**src/common/flash_ctl_pkg.sv**
```systemverilog
// Shared constants for the flash clock, option and security control
package flash_ctl_pkg;
    // Register indexes on the plain register port
    localparam logic [3:0] RATIO_IDX  = 4'h0;
    localparam logic [3:0] OPTION_IDX = 4'h1;
    localparam logic [3:0] CONFIG_IDX = 4'h2;
    // Clock ratio register fields
    localparam int LOADED_BIT   = 7;
    localparam int PRESCALE_BIT = 6;
    localparam int RATIO_W      = 6;
    localparam int PRESCALE_DIV = 8;
    localparam logic [7:0] RATIO_RESET = 8'h00;
    // Option mirror fields
    localparam int BACKDOOR_BIT = 7;
    localparam int REDIRECT_BIT = 6;
    localparam logic [7:0] OPTION_USED   = 8'hc3;
    localparam logic [7:0] OPTION_RESET  = 8'h00;
    localparam logic [1:0] SEC_UNSECURED = 2'h2;
    // Configuration register fields
    localparam int KEYSEL_BIT = 5;
    localparam logic [7:0] CONFIG_USED  = 8'he0;
    localparam logic [7:0] CONFIG_RESET = 8'h00;
    // Backdoor key window
    localparam logic [15:0] KEY_BASE  = 16'hffb0;
    localparam int          KEY_BYTES = 8;
    typedef enum logic [1:0] {
        KEY_IDLE,
        KEY_COLLECT,
        KEY_BAD
    } key_e;
endpackage

```
**src/core/flash_ctl_regs.sv**
```systemverilog
// Flash clock ratio, option mirror, configuration and backdoor key logic
// Function
// Loaded flag reads only; reset clears it; first ratio write sets it.
// Ratio bits 6:0 always readable; frozen after the first write.
// Erase and program refused until loaded flag is set.
// Prescale bit selects bus clock or bus clock over eight.
// Divider divides selected input by ratio field plus one.
// Each timing pulse lasts one bus clock, one pulse per flash clock period.
// Software picks settings for a 150 to 200 kHz flash clock.
// Option mirror loads from the nonvolatile option byte at reset.
// Option mirror bits 5:2 read as zero.
// Option mirror readable; bus writes have no effect.
// Backdoor disabled bit blocks key unlocking.
// Key bytes only from secured code, never from debug.
// Matching eight ascending key bytes unsecure until reset.
// Redirect disable bit turns vector redirection off.
// Only security code 1:0 means unsecured.
// Secured device blocks memory access from unsecured sources.
// Key match or full blank check sets code to 1:0.
// Config bits 7:5 read-write; bits 4:0 read zero.
// Key select routes key window writes to key capture or commands.
// Clearing key select compares captured bytes with stored key.
// Command before ratio write flags access error and is ignored.
// Config bits 7 and 6 are plain storage reset to zero.
`timescale 1ns/1ps
`default_nettype none
module flash_ctl_regs
    import flash_ctl_pkg::*;
#(
    parameter int AW = 4
) (
    input  wire logic          clk,
    input  wire logic          resetn,
    // Register port
    input  wire logic [AW-1:0] regAddr,
    input  wire logic [7:0]    regWrData,
    input  wire logic          regWrite,
    input  wire logic          regRead,
    output logic [7:0]         regRdData,
    // Nonvolatile contents
    input  wire logic [7:0]    optionNonvolatileByte,
    input  wire logic [63:0]   backdoorKeyBytes,
    // Memory writes seen by the flash
    input  wire logic          memWrite,
    input  wire logic [15:0]   memAddr,
    input  wire logic [7:0]    memWrData,
    input  wire logic          memFromSecure,
    input  wire logic          memFromDebug,
    // Command launch and results
    input  wire logic          progEraseReq,
    input  wire logic          blankCheckPass,
    output logic               cmdGrant,
    output logic               accessError,
    output logic               fclkTick,
    // Security and option results
    input  wire logic          accessUnsecured,
    output logic               accessBlocked,
    output logic               deviceSecured,
    output logic               redirectEnable,
    output logic               optionValid
);
    typedef struct packed {
        logic [7:0]  ratio;
        logic [7:0]  option;
        logic        optLoaded;
        logic [2:0]  cfgHi;
        key_e        keySt;
        logic [3:0]  keyIdx;
        logic [63:0] keyBuf;
        logic [7:0]  rdData;
        logic        grant;
        logic        accErr;
    } ctl_s;

    ctl_s state_ff;
    ctl_s nxt_state;

    function automatic logic isReg(input logic [AW-1:0] a, input logic [3:0] idx);
        isReg = (a == AW'(idx));
    endfunction

    logic       ratioLoaded;
    logic       keySelect;
    logic       inKeyWin;
    logic [2:0] keyOff;
    logic       keyEntry;
    logic       cmdAttempt;
    logic       cfgWrite;
    logic       keyMatch;

    assign ratioLoaded = state_ff.ratio[LOADED_BIT];
    assign keySelect   = state_ff.cfgHi[KEYSEL_BIT - 5];
    assign inKeyWin    = memWrite && (memAddr[15:3] == KEY_BASE[15:3]);
    assign keyOff      = memAddr[2:0];
    // Debug writes never count as key bytes
    assign keyEntry    = inKeyWin && keySelect && memFromSecure && !memFromDebug;
    // Key window writes launch commands when key select is clear
    assign cmdAttempt  = progEraseReq || (inKeyWin && !keySelect);
    assign cfgWrite    = regWrite && isReg(regAddr, CONFIG_IDX);
    assign keyMatch    = (state_ff.keyBuf == backdoorKeyBytes);

    always_comb begin
        nxt_state = state_ff;
        nxt_state.grant  = 1'b0;
        nxt_state.accErr = 1'b0;
        nxt_state.rdData = 8'h00;

        // Option byte captured on the first edge after reset release
        if (!state_ff.optLoaded) begin
            nxt_state.option    = optionNonvolatileByte & OPTION_USED;
            nxt_state.optLoaded = 1'b1;
        end

        // Ratio register: one write, then frozen
        if (regWrite && isReg(regAddr, RATIO_IDX) && !ratioLoaded) begin
            nxt_state.ratio = {1'b1, regWrData[PRESCALE_BIT:0]};
        end

        // Command gating on the loaded flag
        if (cmdAttempt) begin
            if (ratioLoaded) begin
                nxt_state.grant = 1'b1;
            end else begin
                nxt_state.accErr = 1'b1;
            end
        end

        // Key byte capture, strictly ascending
        if (keyEntry && state_ff.keySt == KEY_COLLECT) begin
            if (state_ff.keyIdx < 4'(KEY_BYTES) && keyOff == state_ff.keyIdx[2:0]) begin
                nxt_state.keyBuf[8*keyOff +: 8] = memWrData;
                nxt_state.keyIdx = state_ff.keyIdx + 4'h1;
            end else begin
                nxt_state.keySt = KEY_BAD;
            end
        end

        // Config write: bits 7:5 stored, key entry opened or closed
        if (cfgWrite) begin
            nxt_state.cfgHi = regWrData[7:5];
            if (regWrData[KEYSEL_BIT] && !keySelect) begin
                nxt_state.keySt  = KEY_COLLECT;
                nxt_state.keyIdx = 4'h0;
                nxt_state.keyBuf = '0;
            end else if (!regWrData[KEYSEL_BIT] && keySelect) begin
                // Compare on close of entry; backdoor enable gates it
                if (state_ff.keySt == KEY_COLLECT && state_ff.keyIdx == 4'(KEY_BYTES)
                    && state_ff.option[BACKDOOR_BIT] && keyMatch && state_ff.optLoaded) begin
                    nxt_state.option[1:0] = SEC_UNSECURED;
                end
                nxt_state.keySt  = KEY_IDLE;
                nxt_state.keyIdx = 4'h0;
                nxt_state.keyBuf = '0;
            end
        end

        // Full blank check also unsecures
        if (blankCheckPass && state_ff.optLoaded) begin
            nxt_state.option[1:0] = SEC_UNSECURED;
        end

        // Read data one cycle later; option writes are dropped
        if (regRead) begin
            if (isReg(regAddr, RATIO_IDX)) begin
                nxt_state.rdData = state_ff.ratio;
            end else if (isReg(regAddr, OPTION_IDX)) begin
                nxt_state.rdData = state_ff.option & OPTION_USED;
            end else if (isReg(regAddr, CONFIG_IDX)) begin
                nxt_state.rdData = {state_ff.cfgHi, 5'h00};
            end else begin
                nxt_state.rdData = 8'h00;
            end
        end
    end

    always_ff @(posedge clk or negedge resetn) begin
        if (!resetn) begin
            state_ff        <= '0;
            state_ff.ratio  <= RATIO_RESET;
            state_ff.option <= OPTION_RESET;
            state_ff.cfgHi  <= CONFIG_RESET[7:5];
            state_ff.keySt  <= KEY_IDLE;
        end else begin
            state_ff <= nxt_state;
        end
    end

    // Divider runs only once the ratio is loaded
    flash_clk_div #(
        .RW (RATIO_W)
    ) u_div (
        .clk             (clk),
        .resetn          (resetn),
        .enable          (ratioLoaded),
        .prescaleByEight (state_ff.ratio[PRESCALE_BIT]),
        .clockRatioField (state_ff.ratio[RATIO_W-1:0]),
        .fclkTick        (fclkTick)
    );

    assign regRdData   = state_ff.rdData;
    assign cmdGrant    = state_ff.grant;
    assign accessError = state_ff.accErr;
    assign optionValid = state_ff.optLoaded;
    // Secured until the option byte is in, since reset code is 0:0
    assign deviceSecured  = (state_ff.option[1:0] != SEC_UNSECURED);
    assign accessBlocked  = deviceSecured && accessUnsecured;
    assign redirectEnable = !state_ff.option[REDIRECT_BIT];

    a_loaded_sticky: assert property (@(posedge clk) disable iff (!resetn)
        ratioLoaded |=> ratioLoaded)
        else $error("Loaded flag fell without reset");
    a_first_write: assert property (@(posedge clk) disable iff (!resetn)
        regWrite && isReg(regAddr, RATIO_IDX) |=> ratioLoaded)
        else $error("Ratio write did not set loaded flag");
    a_ratio_frozen: assert property (@(posedge clk) disable iff (!resetn)
        ratioLoaded |=> $stable(state_ff.ratio))
        else $error("Ratio changed after first write");
    a_refuse_unloaded: assert property (@(posedge clk) disable iff (!resetn)
        cmdAttempt && !ratioLoaded |=> accessError && !cmdGrant)
        else $error("Command not refused before ratio write");
    a_grant_loaded: assert property (@(posedge clk) disable iff (!resetn)
        cmdAttempt && ratioLoaded |=> cmdGrant && !accessError)
        else $error("Command not granted after ratio write");
    a_option_zeros: assert property (@(posedge clk) disable iff (!resetn)
        regRead && isReg(regAddr, OPTION_IDX) |=> regRdData[5:2] == 4'h0)
        else $error("Option mirror unused bits not zero");
    a_option_load: assert property (@(posedge clk) disable iff (!resetn)
        $rose(optionValid) |-> state_ff.option == (optionNonvolatileByte & OPTION_USED))
        else $error("Option byte not copied");
    a_option_readonly: assert property (@(posedge clk) disable iff (!resetn)
        optionValid && !blankCheckPass && !cfgWrite |=> $stable(state_ff.option))
        else $error("Option mirror changed by a write");
    a_cfg_low_zero: assert property (@(posedge clk) disable iff (!resetn)
        regRead && isReg(regAddr, CONFIG_IDX) |=> regRdData[4:0] == 5'h00)
        else $error("Config low bits not zero");
    a_debug_no_key: assert property (@(posedge clk) disable iff (!resetn)
        memFromDebug && !cfgWrite |=> $stable(state_ff.keyIdx))
        else $error("Debug write counted as key byte");
    a_key_disabled: assert property (@(posedge clk) disable iff (!resetn)
        optionValid && !state_ff.option[BACKDOOR_BIT] && !blankCheckPass
        |=> $stable(state_ff.option[1:0]))
        else $error("Security changed with backdoor disabled");
    a_blank_unsecure: assert property (@(posedge clk) disable iff (!resetn)
        optionValid && blankCheckPass |=> !deviceSecured)
        else $error("Blank check did not unsecure");
    a_block_secured: assert property (@(posedge clk) disable iff (!resetn)
        deviceSecured && accessUnsecured |-> accessBlocked)
        else $error("Unsecured access not blocked");
endmodule
`default_nettype wire

```
**src/core/flash_clk_div.sv**
```systemverilog
// Flash timing clock divider: prescale by eight, then divide by ratio plus one
`timescale 1ns/1ps
`default_nettype none
module flash_clk_div
    import flash_ctl_pkg::*;
#(
    parameter int RW = RATIO_W
) (
    input  wire logic          clk,
    input  wire logic          resetn,
    input  wire logic          enable,
    input  wire logic          prescaleByEight,
    input  wire logic [RW-1:0] clockRatioField,
    output logic               fclkTick
);
    typedef struct packed {
        logic [2:0]    pre;
        logic [RW-1:0] cnt;
        logic          tick;
    } div_s;

    div_s state_ff;
    div_s nxt_state;
    logic preTick;

    always_comb begin
        nxt_state = state_ff;
        nxt_state.tick = 1'b0;
        preTick = 1'b0;
        if (!enable) begin
            nxt_state.pre = 3'h0;
            nxt_state.cnt = '0;
        end else begin
            nxt_state.pre = state_ff.pre + 3'h1;
            // Bus clock, or bus clock over eight
            preTick = prescaleByEight ? (state_ff.pre == 3'(PRESCALE_DIV - 1)) : 1'b1;
            if (preTick) begin
                if (state_ff.cnt == clockRatioField) begin // Divide by ratio plus one
                    nxt_state.cnt = '0;
                    nxt_state.tick = 1'b1; // One pulse per flash clock period
                end else begin
                    nxt_state.cnt = state_ff.cnt + 1'b1;
                end
            end
        end
    end

    always_ff @(posedge clk or negedge resetn) begin
        if (!resetn) begin
            state_ff <= '0;
        end else begin
            state_ff <= nxt_state;
        end
    end

    assign fclkTick = state_ff.tick;

    a_undivided_tick: assert property (@(posedge clk) disable iff (!resetn)
        enable && $past(enable) && !prescaleByEight && clockRatioField == '0 |-> fclkTick)
        else $error("Undivided flash clock missed a tick");
    a_prescale_gap: assert property (@(posedge clk) disable iff (!resetn)
        enable && prescaleByEight && fclkTick |=> !fclkTick [*7])
        else $error("Prescaled flash clock ticked too early");
endmodule
`default_nettype wire

```
**config.mk**
```make
export PLATFORM = sky130hd
export DESIGN_NAME = flash_ctl_regs
export DESIGN_NICKNAME = d
export VERILOG_FILES = /design/src/common/flash_ctl_pkg.sv /design/src/core/flash_ctl_regs.sv /design/src/core/flash_clk_div.sv
export SDC_FILE = /design/constraint.sdc
export NUM_CORES = 1
export LEC_CHECK = 0
export ABC_AREA = 1
export BUFFER_PORTS_ARGS = -buffer_cell sky130_fd_sc_hd__clkbuf_2
export CAP_MARGIN = 15
export CORE_UTILIZATION = 45
export DETAILED_ROUTE_END_ITERATION = 6
export GPL_TIMING_DRIVEN = 1
export PLACE_DENSITY = 0.68
export SYNTH_ARGS = -nofsm -noshare
export SYNTH_HDL_FRONTEND = slang
export SYNTH_SLANG_ARGS = --single-unit
```
**constraint.sdc**
```tcl
create_clock -name clk -period 2.7 [get_ports clk]
set_clock_uncertainty 0.15 [all_clocks]
set_input_delay 0.135 -clock clk [delete_from_list [all_inputs] [get_ports clk]]
set_output_delay 0.135 -clock clk [all_outputs]
set_load 0.05 [all_outputs]
```
# After elaboration in Yosys (flattened, before gate mapping)
# Cells that the tools add are included.
# totals
wordCells	83
out_inout_bits	15
regBits	106
# classes
reduce_logical	25
muxes	26
n_eq_ne	11
addsub	4
n_lt_le_gt_ge	1
n_shift	2
# op_table
cell	count
$mux W70	4
$mux W68	1
$bwmux W64	1
$eq A64 B64 Y1	1
$shift A8 B34 Y64 const A	1
$shiftx A8 B34 Y64	1
$neg A6 Y34	1
$mux W8	4
$logic_and A1 B1 Y1	18
$mux W2	7
$eq A13 B13 Y1 const B	1
$mux W9	1
$mux W7	1
$add A6 B1 Y6 const B	1
$eq A6 B6 Y1	1
$mux W6	1
$logic_not A1 Y1	5
$mux W1	5
$add A4 B1 Y4 const B	1
$eq A4 B1 Y1 const B	1
$eq A4 B2 Y1 const B	1
$eq A4 B4 Y1 const B	1
$logic_not A4 Y1	1
$lt A4 B4 Y1 const B	1
other kinds (8)	8

# Longest topological paths before layout
# logic_depth
depth_word	10
depth_mapped	12

# Hierarchy
# Synthesis repeated with hierarchy kept, for this count alone.
# unflattened
cells_unflattened	948
area_unflattened_um2	6480.0
# modules_own_cells
module	n_inst	area_per_inst_um2	cells_each	seq_area_each_um2
flash_ctl_regs	1	5834.3	858	2402.3
flash_clk_div	1	645.6	90	250.2

# Least setup slack after synthesis
# Ideal clock, no wire load.
# synth_timing
kind	input -> register
from	input port memAddr[0]
to	register state_ff[42] in the netlist's numbering
n_path_buf	2
slack_ns	0.806
required_ns	2.432
t_arrival_ns	1.626
cell_stages	11
path_cell_list	buf_6 inv_2 ha_1 ha_1 nor2_4 inv_2 nor3_2 nand2_4 buf_6 a21oi_1 nor2_1
# synth_rtl
item	line	rtl
start, declared	flash_ctl_regs.sv:45	input wire logic [15:0] memAddr,
end signal, assigned	flash_ctl_regs.sv:184	state_ff <= nxt_state;
end, declared	flash_ctl_regs.sv:75	ctl_s state_ff;

==> results.sh <==
export IMPL_dpl_worst_slack_ns=0.3839
export IMPL_synth_xor_area_frac=0.05790
export IMPL_pin_count=133
export IMPL_power_internal_uw=2864
export IMPL_place_gp_congestion=0.9632
export IMPL_die_w_um=122.0
export IMPL_avgSynthCellArea_sq_um=6.985
export IMPL_chipHeight_um=122.0
export IMPL_overflow=0
export IMPL_die_area_sq_mm=0.01489
export IMPL_antenna_cells=0
export IMPL_grt_usage=0.2450
export IMPL_synth_area_mux_share=0
export IMPL_tns_ns=0
export IMPL_synthAdderAreaFrac=0.01544
export IMPL_hold_path_class="in -> reg"
export IMPL_cts_tree="yes"
export IMPL_io_buffer_count=128
export IMPL_cp_required_ns=2.80
export IMPL_synth_top_family_by_area="simple AND/OR/NAND/NOR gates"
export IMPL_clock_sinks=106
export IMPL_core_area_sq_mm=0.01399
export IMPL_netlist_area_sq_mm=0.006482
export IMPL_nets=1196
export IMPL_slowest_stage="dfrtp_1"
export IMPL_min_period_ns=2.125
export IMPL_p_comb_frac=0.241
export IMPL_fmax_mhz=470.6
export IMPL_layout_drive_gt1_share=0.1684
export IMPL_power_leakage_uw=0.004454
export IMPL_cts_buffers=9
export IMPL_postRouteAntennaNets=0
export IMPL_fin_hold_ws_ns=0.01920
export IMPL_seq_power_share=0.459
export IMPL_grt_first_pass_wirelength_mm=27.91
export IMPL_cts_htree_levels=3
export IMPL_synth_compound_area_frac=0.04343
export IMPL_ys_seq_elements=106
export IMPL_post_cts_resized=0
export IMPL_syn_inst=928
export IMPL_clk_path_buf_depth=2
export IMPL_antenna_found_initial=0
export IMPL_postCtsHoldBufs=23
export IMPL_dpl_hpwl_mm=13.27
export IMPL_worstSetupStartpointType="flip-flop"
export IMPL_cp_num_buf_inv=1
export IMPL_ys_warn_count=0
export IMPL_power_per_cell_area_mw_per_mm2=549.4
export IMPL_finalHoldViolCount=0
export IMPL_finalWirelength_mm=16.94
export IMPL_setup_violations=0
export IMPL_yosys_cell_types_count=41
export IMPL_crit_path_max_fanout=24
export IMPL_slew_violations=0
export IMPL_clk_latency_ns=0.36
export IMPL_n_fill_cell=1405
export IMPL_syn_nets=1054
export IMPL_fin_ws_ns=0.5751
export IMPL_postCtsSetupBuffers=0
export IMPL_worst_pin_slew_ns=0.6842
export IMPL_slowest_delay_ns=0.37
export IMPL_drt_iter0_markers=412
export IMPL_clk_pin_slew_ns=0.08
export IMPL_rows=43
export IMPL_syn_to_final_growth_pct=19.75
export IMPL_period_share=0.7870
export IMPL_rsz0062_at_grt="false"
export IMPL_crit_family="simple AND/OR/NAND/NOR gates"
export IMPL_viasPerCell=4.821
export IMPL_ys_seq_area_frac=0.4092
export IMPL_drc=0
export IMPL_clock_root_buffer="clkbuf_16"
export IMPL_p_clk_frac=0.300
export IMPL_wl_per_cell_um=13.50
export IMPL_p_sw_uw=1401
export IMPL_p_sw_frac=0.3284
export IMPL_vias=6050
export IMPL_grt_max_degree=68
export IMPL_maxSlewHeadroom=0.5404
export IMPL_end_kind="flip-flop"
export IMPL_cp_cell_sequence="inv_1, nand2_1, nor3_2, nand2_2, nor2_8, nand2_4, a21oi_1, nor2_1"
export IMPL_drt_first_pass_iters=5
export IMPL_outcome="finished clean"
export IMPL_worstSetupPathType="reg -> reg"
export IMPL_drv_cap=0
export IMPL_yosys_area_share_simple=0.3673
export IMPL_crit_arrival_ns=2.22
export IMPL_vdd_ir_drop_worst_mv=0.3413
export IMPL_start_util=0.4634
export IMPL_first_global_vias=5770
worst min-delay path, delay by kind of cell:
kind	cells	cell delay, ns
buffers and inverters	2	0.17
and+or+nand+nor	2	0.11
AOI/OAI and AO/OA	1	0.07
path summary, 6_finish.rpt:
| check | slack, ns | cells past startpoint | to | start |
|---|---|---|---|---|
| setup reg to reg | 0.58 | 8 | state_ff[47]$_DFF_PN0_ | state_ff[79]$_DFF_PN0_ |
| hold reg to reg | 0.29 | 1 | u_div.state_ff[7]$_DFF_PN0_ | u_div.state_ff[7]$_DFF_PN0_ |
| min in group asynchronous | 0.15 | 2 | state_ff[82]$_DFFE_PN0P_ | resetn |
| hold / removal | 0.02 | 5 | keySelect$_DFFE_PN0P_ | regWrite |
| max in group asynchronous | 1.52 | 3 | state_ff[42]$_DFF_PN0_ | resetn |
| setup / recovery | 0.58 | 8 | state_ff[47]$_DFF_PN0_ | state_ff[79]$_DFF_PN0_ |
cell type report:
cell class / instances / area [sq um] / share of cell area
multi-input combinational: 659 / 3142 / 0.4047
sequential: 106 / 2653 / 0.3417
timing repair buffer: 157 / 943.4 / 0.1215
inverter: 137 / 515.5 / 0.06641
clock buffer: 9 / 225.2 / 0.02901
tap: 180 / 225.2 / 0.02901
clock inverter: 7 / 58.81 / 0.007576
synth_stat cells, drive strengths merged:
master  instances  area, sq um
or2             2        12.51
nor4            4        40.04
clkbuf          2        8.750
clkinv          1        5.000
a21oi          19        98.85
o21ai          28        140.1
buf            24        163.9
a21boi          1        7.510
conb            1        3.750
nand4          10        62.56
dfrtp         106         2653
nor3           22        131.4
xnor2          35        306.5
nor2          201        808.3
inv           136        510.5
nand2         252        970.9
nand3b          7        65.06
ha              8        100.1
o21a            1        7.510
o22ai           3        18.77
nand3          57        290.3
a211o           1        8.760
xor2            7        68.82
placed cells by master (no fill, tap or decap), drive strengths merged:
| cell | count |
|---|---|
| nand3 | 57 |
| o21ai | 28 |
| nand2 | 252 |
| nor3 | 22 |
| o21a | 1 |
| clkinvlp | 1 |
| a211o | 1 |
| dlygate4sd3 | 23 |
| dfrtp | 106 |
| nand4 | 10 |
| or2 | 2 |
| xor2 | 7 |
| buf | 7 |
| inv | 140 |
| nor4 | 4 |
| clkbuf | 136 |
| nor2 | 201 |
| ha | 8 |
| nand3b | 7 |
| o22ai | 3 |
| a21oi | 19 |
| conb | 1 |
| a21boi | 1 |
| clkinv | 3 |
| xnor2 | 35 |
flip-flops by register name, summed over array words and instances (netlist names):
name	count
accessError	1
keySelect	1
ratioLoaded	1
optionValid	1
state_ff	83
u_div.fclkTick	1
u_div.state_ff	9
cmdGrant	1
regRdData	8
stage by stage:
stage	total power (uW)	util	cells	area [sq um]
after global routing	4530	0.5549	1255	7762
final	4265	0.5549	1255	7762
after detailed placement	2986	0.5182	1216	7248
after CTS	4294	0.5549	1255	7762
after global placement	2960	0.5182	1216	7248
after floorplan	2672	-	928	6482
cell families after synthesis:
logic type / after synthesis
simple gates: 555
buf+inv: 163
flops: 106
compound gates: 53
xor+xnor: 42
fa+ha+maj: 8
other cells: 1
power by group through the flow:
| stage | Sequential (uW) | Clock (uW) | Combinational [uW] |
|---|---|---|---|
| 6_report | 1960 | 1280 | 1030 |
| 3_5_place_dp | 1980 | 0 | 1000 |
| 5_1_grt | 1990 | 1360 | 1180 |
| 3_3_place_gp | 1980 | 0 | 982 |
| 2_1_floorplan | 1950 | 0 | 722 |
| 4_1_cts | 1950 | 1310 | 1030 |
routing by layer:
layer | global-route usage | part of all wire
met1 | 0.3058 | 0.44
met2 | 0.4206 | 0.49
met3 | 0.04494 | 0.045
met4 | 0.08796 | 0.023
met5 | 0 | 0
(Power assumes the default switching activity.)
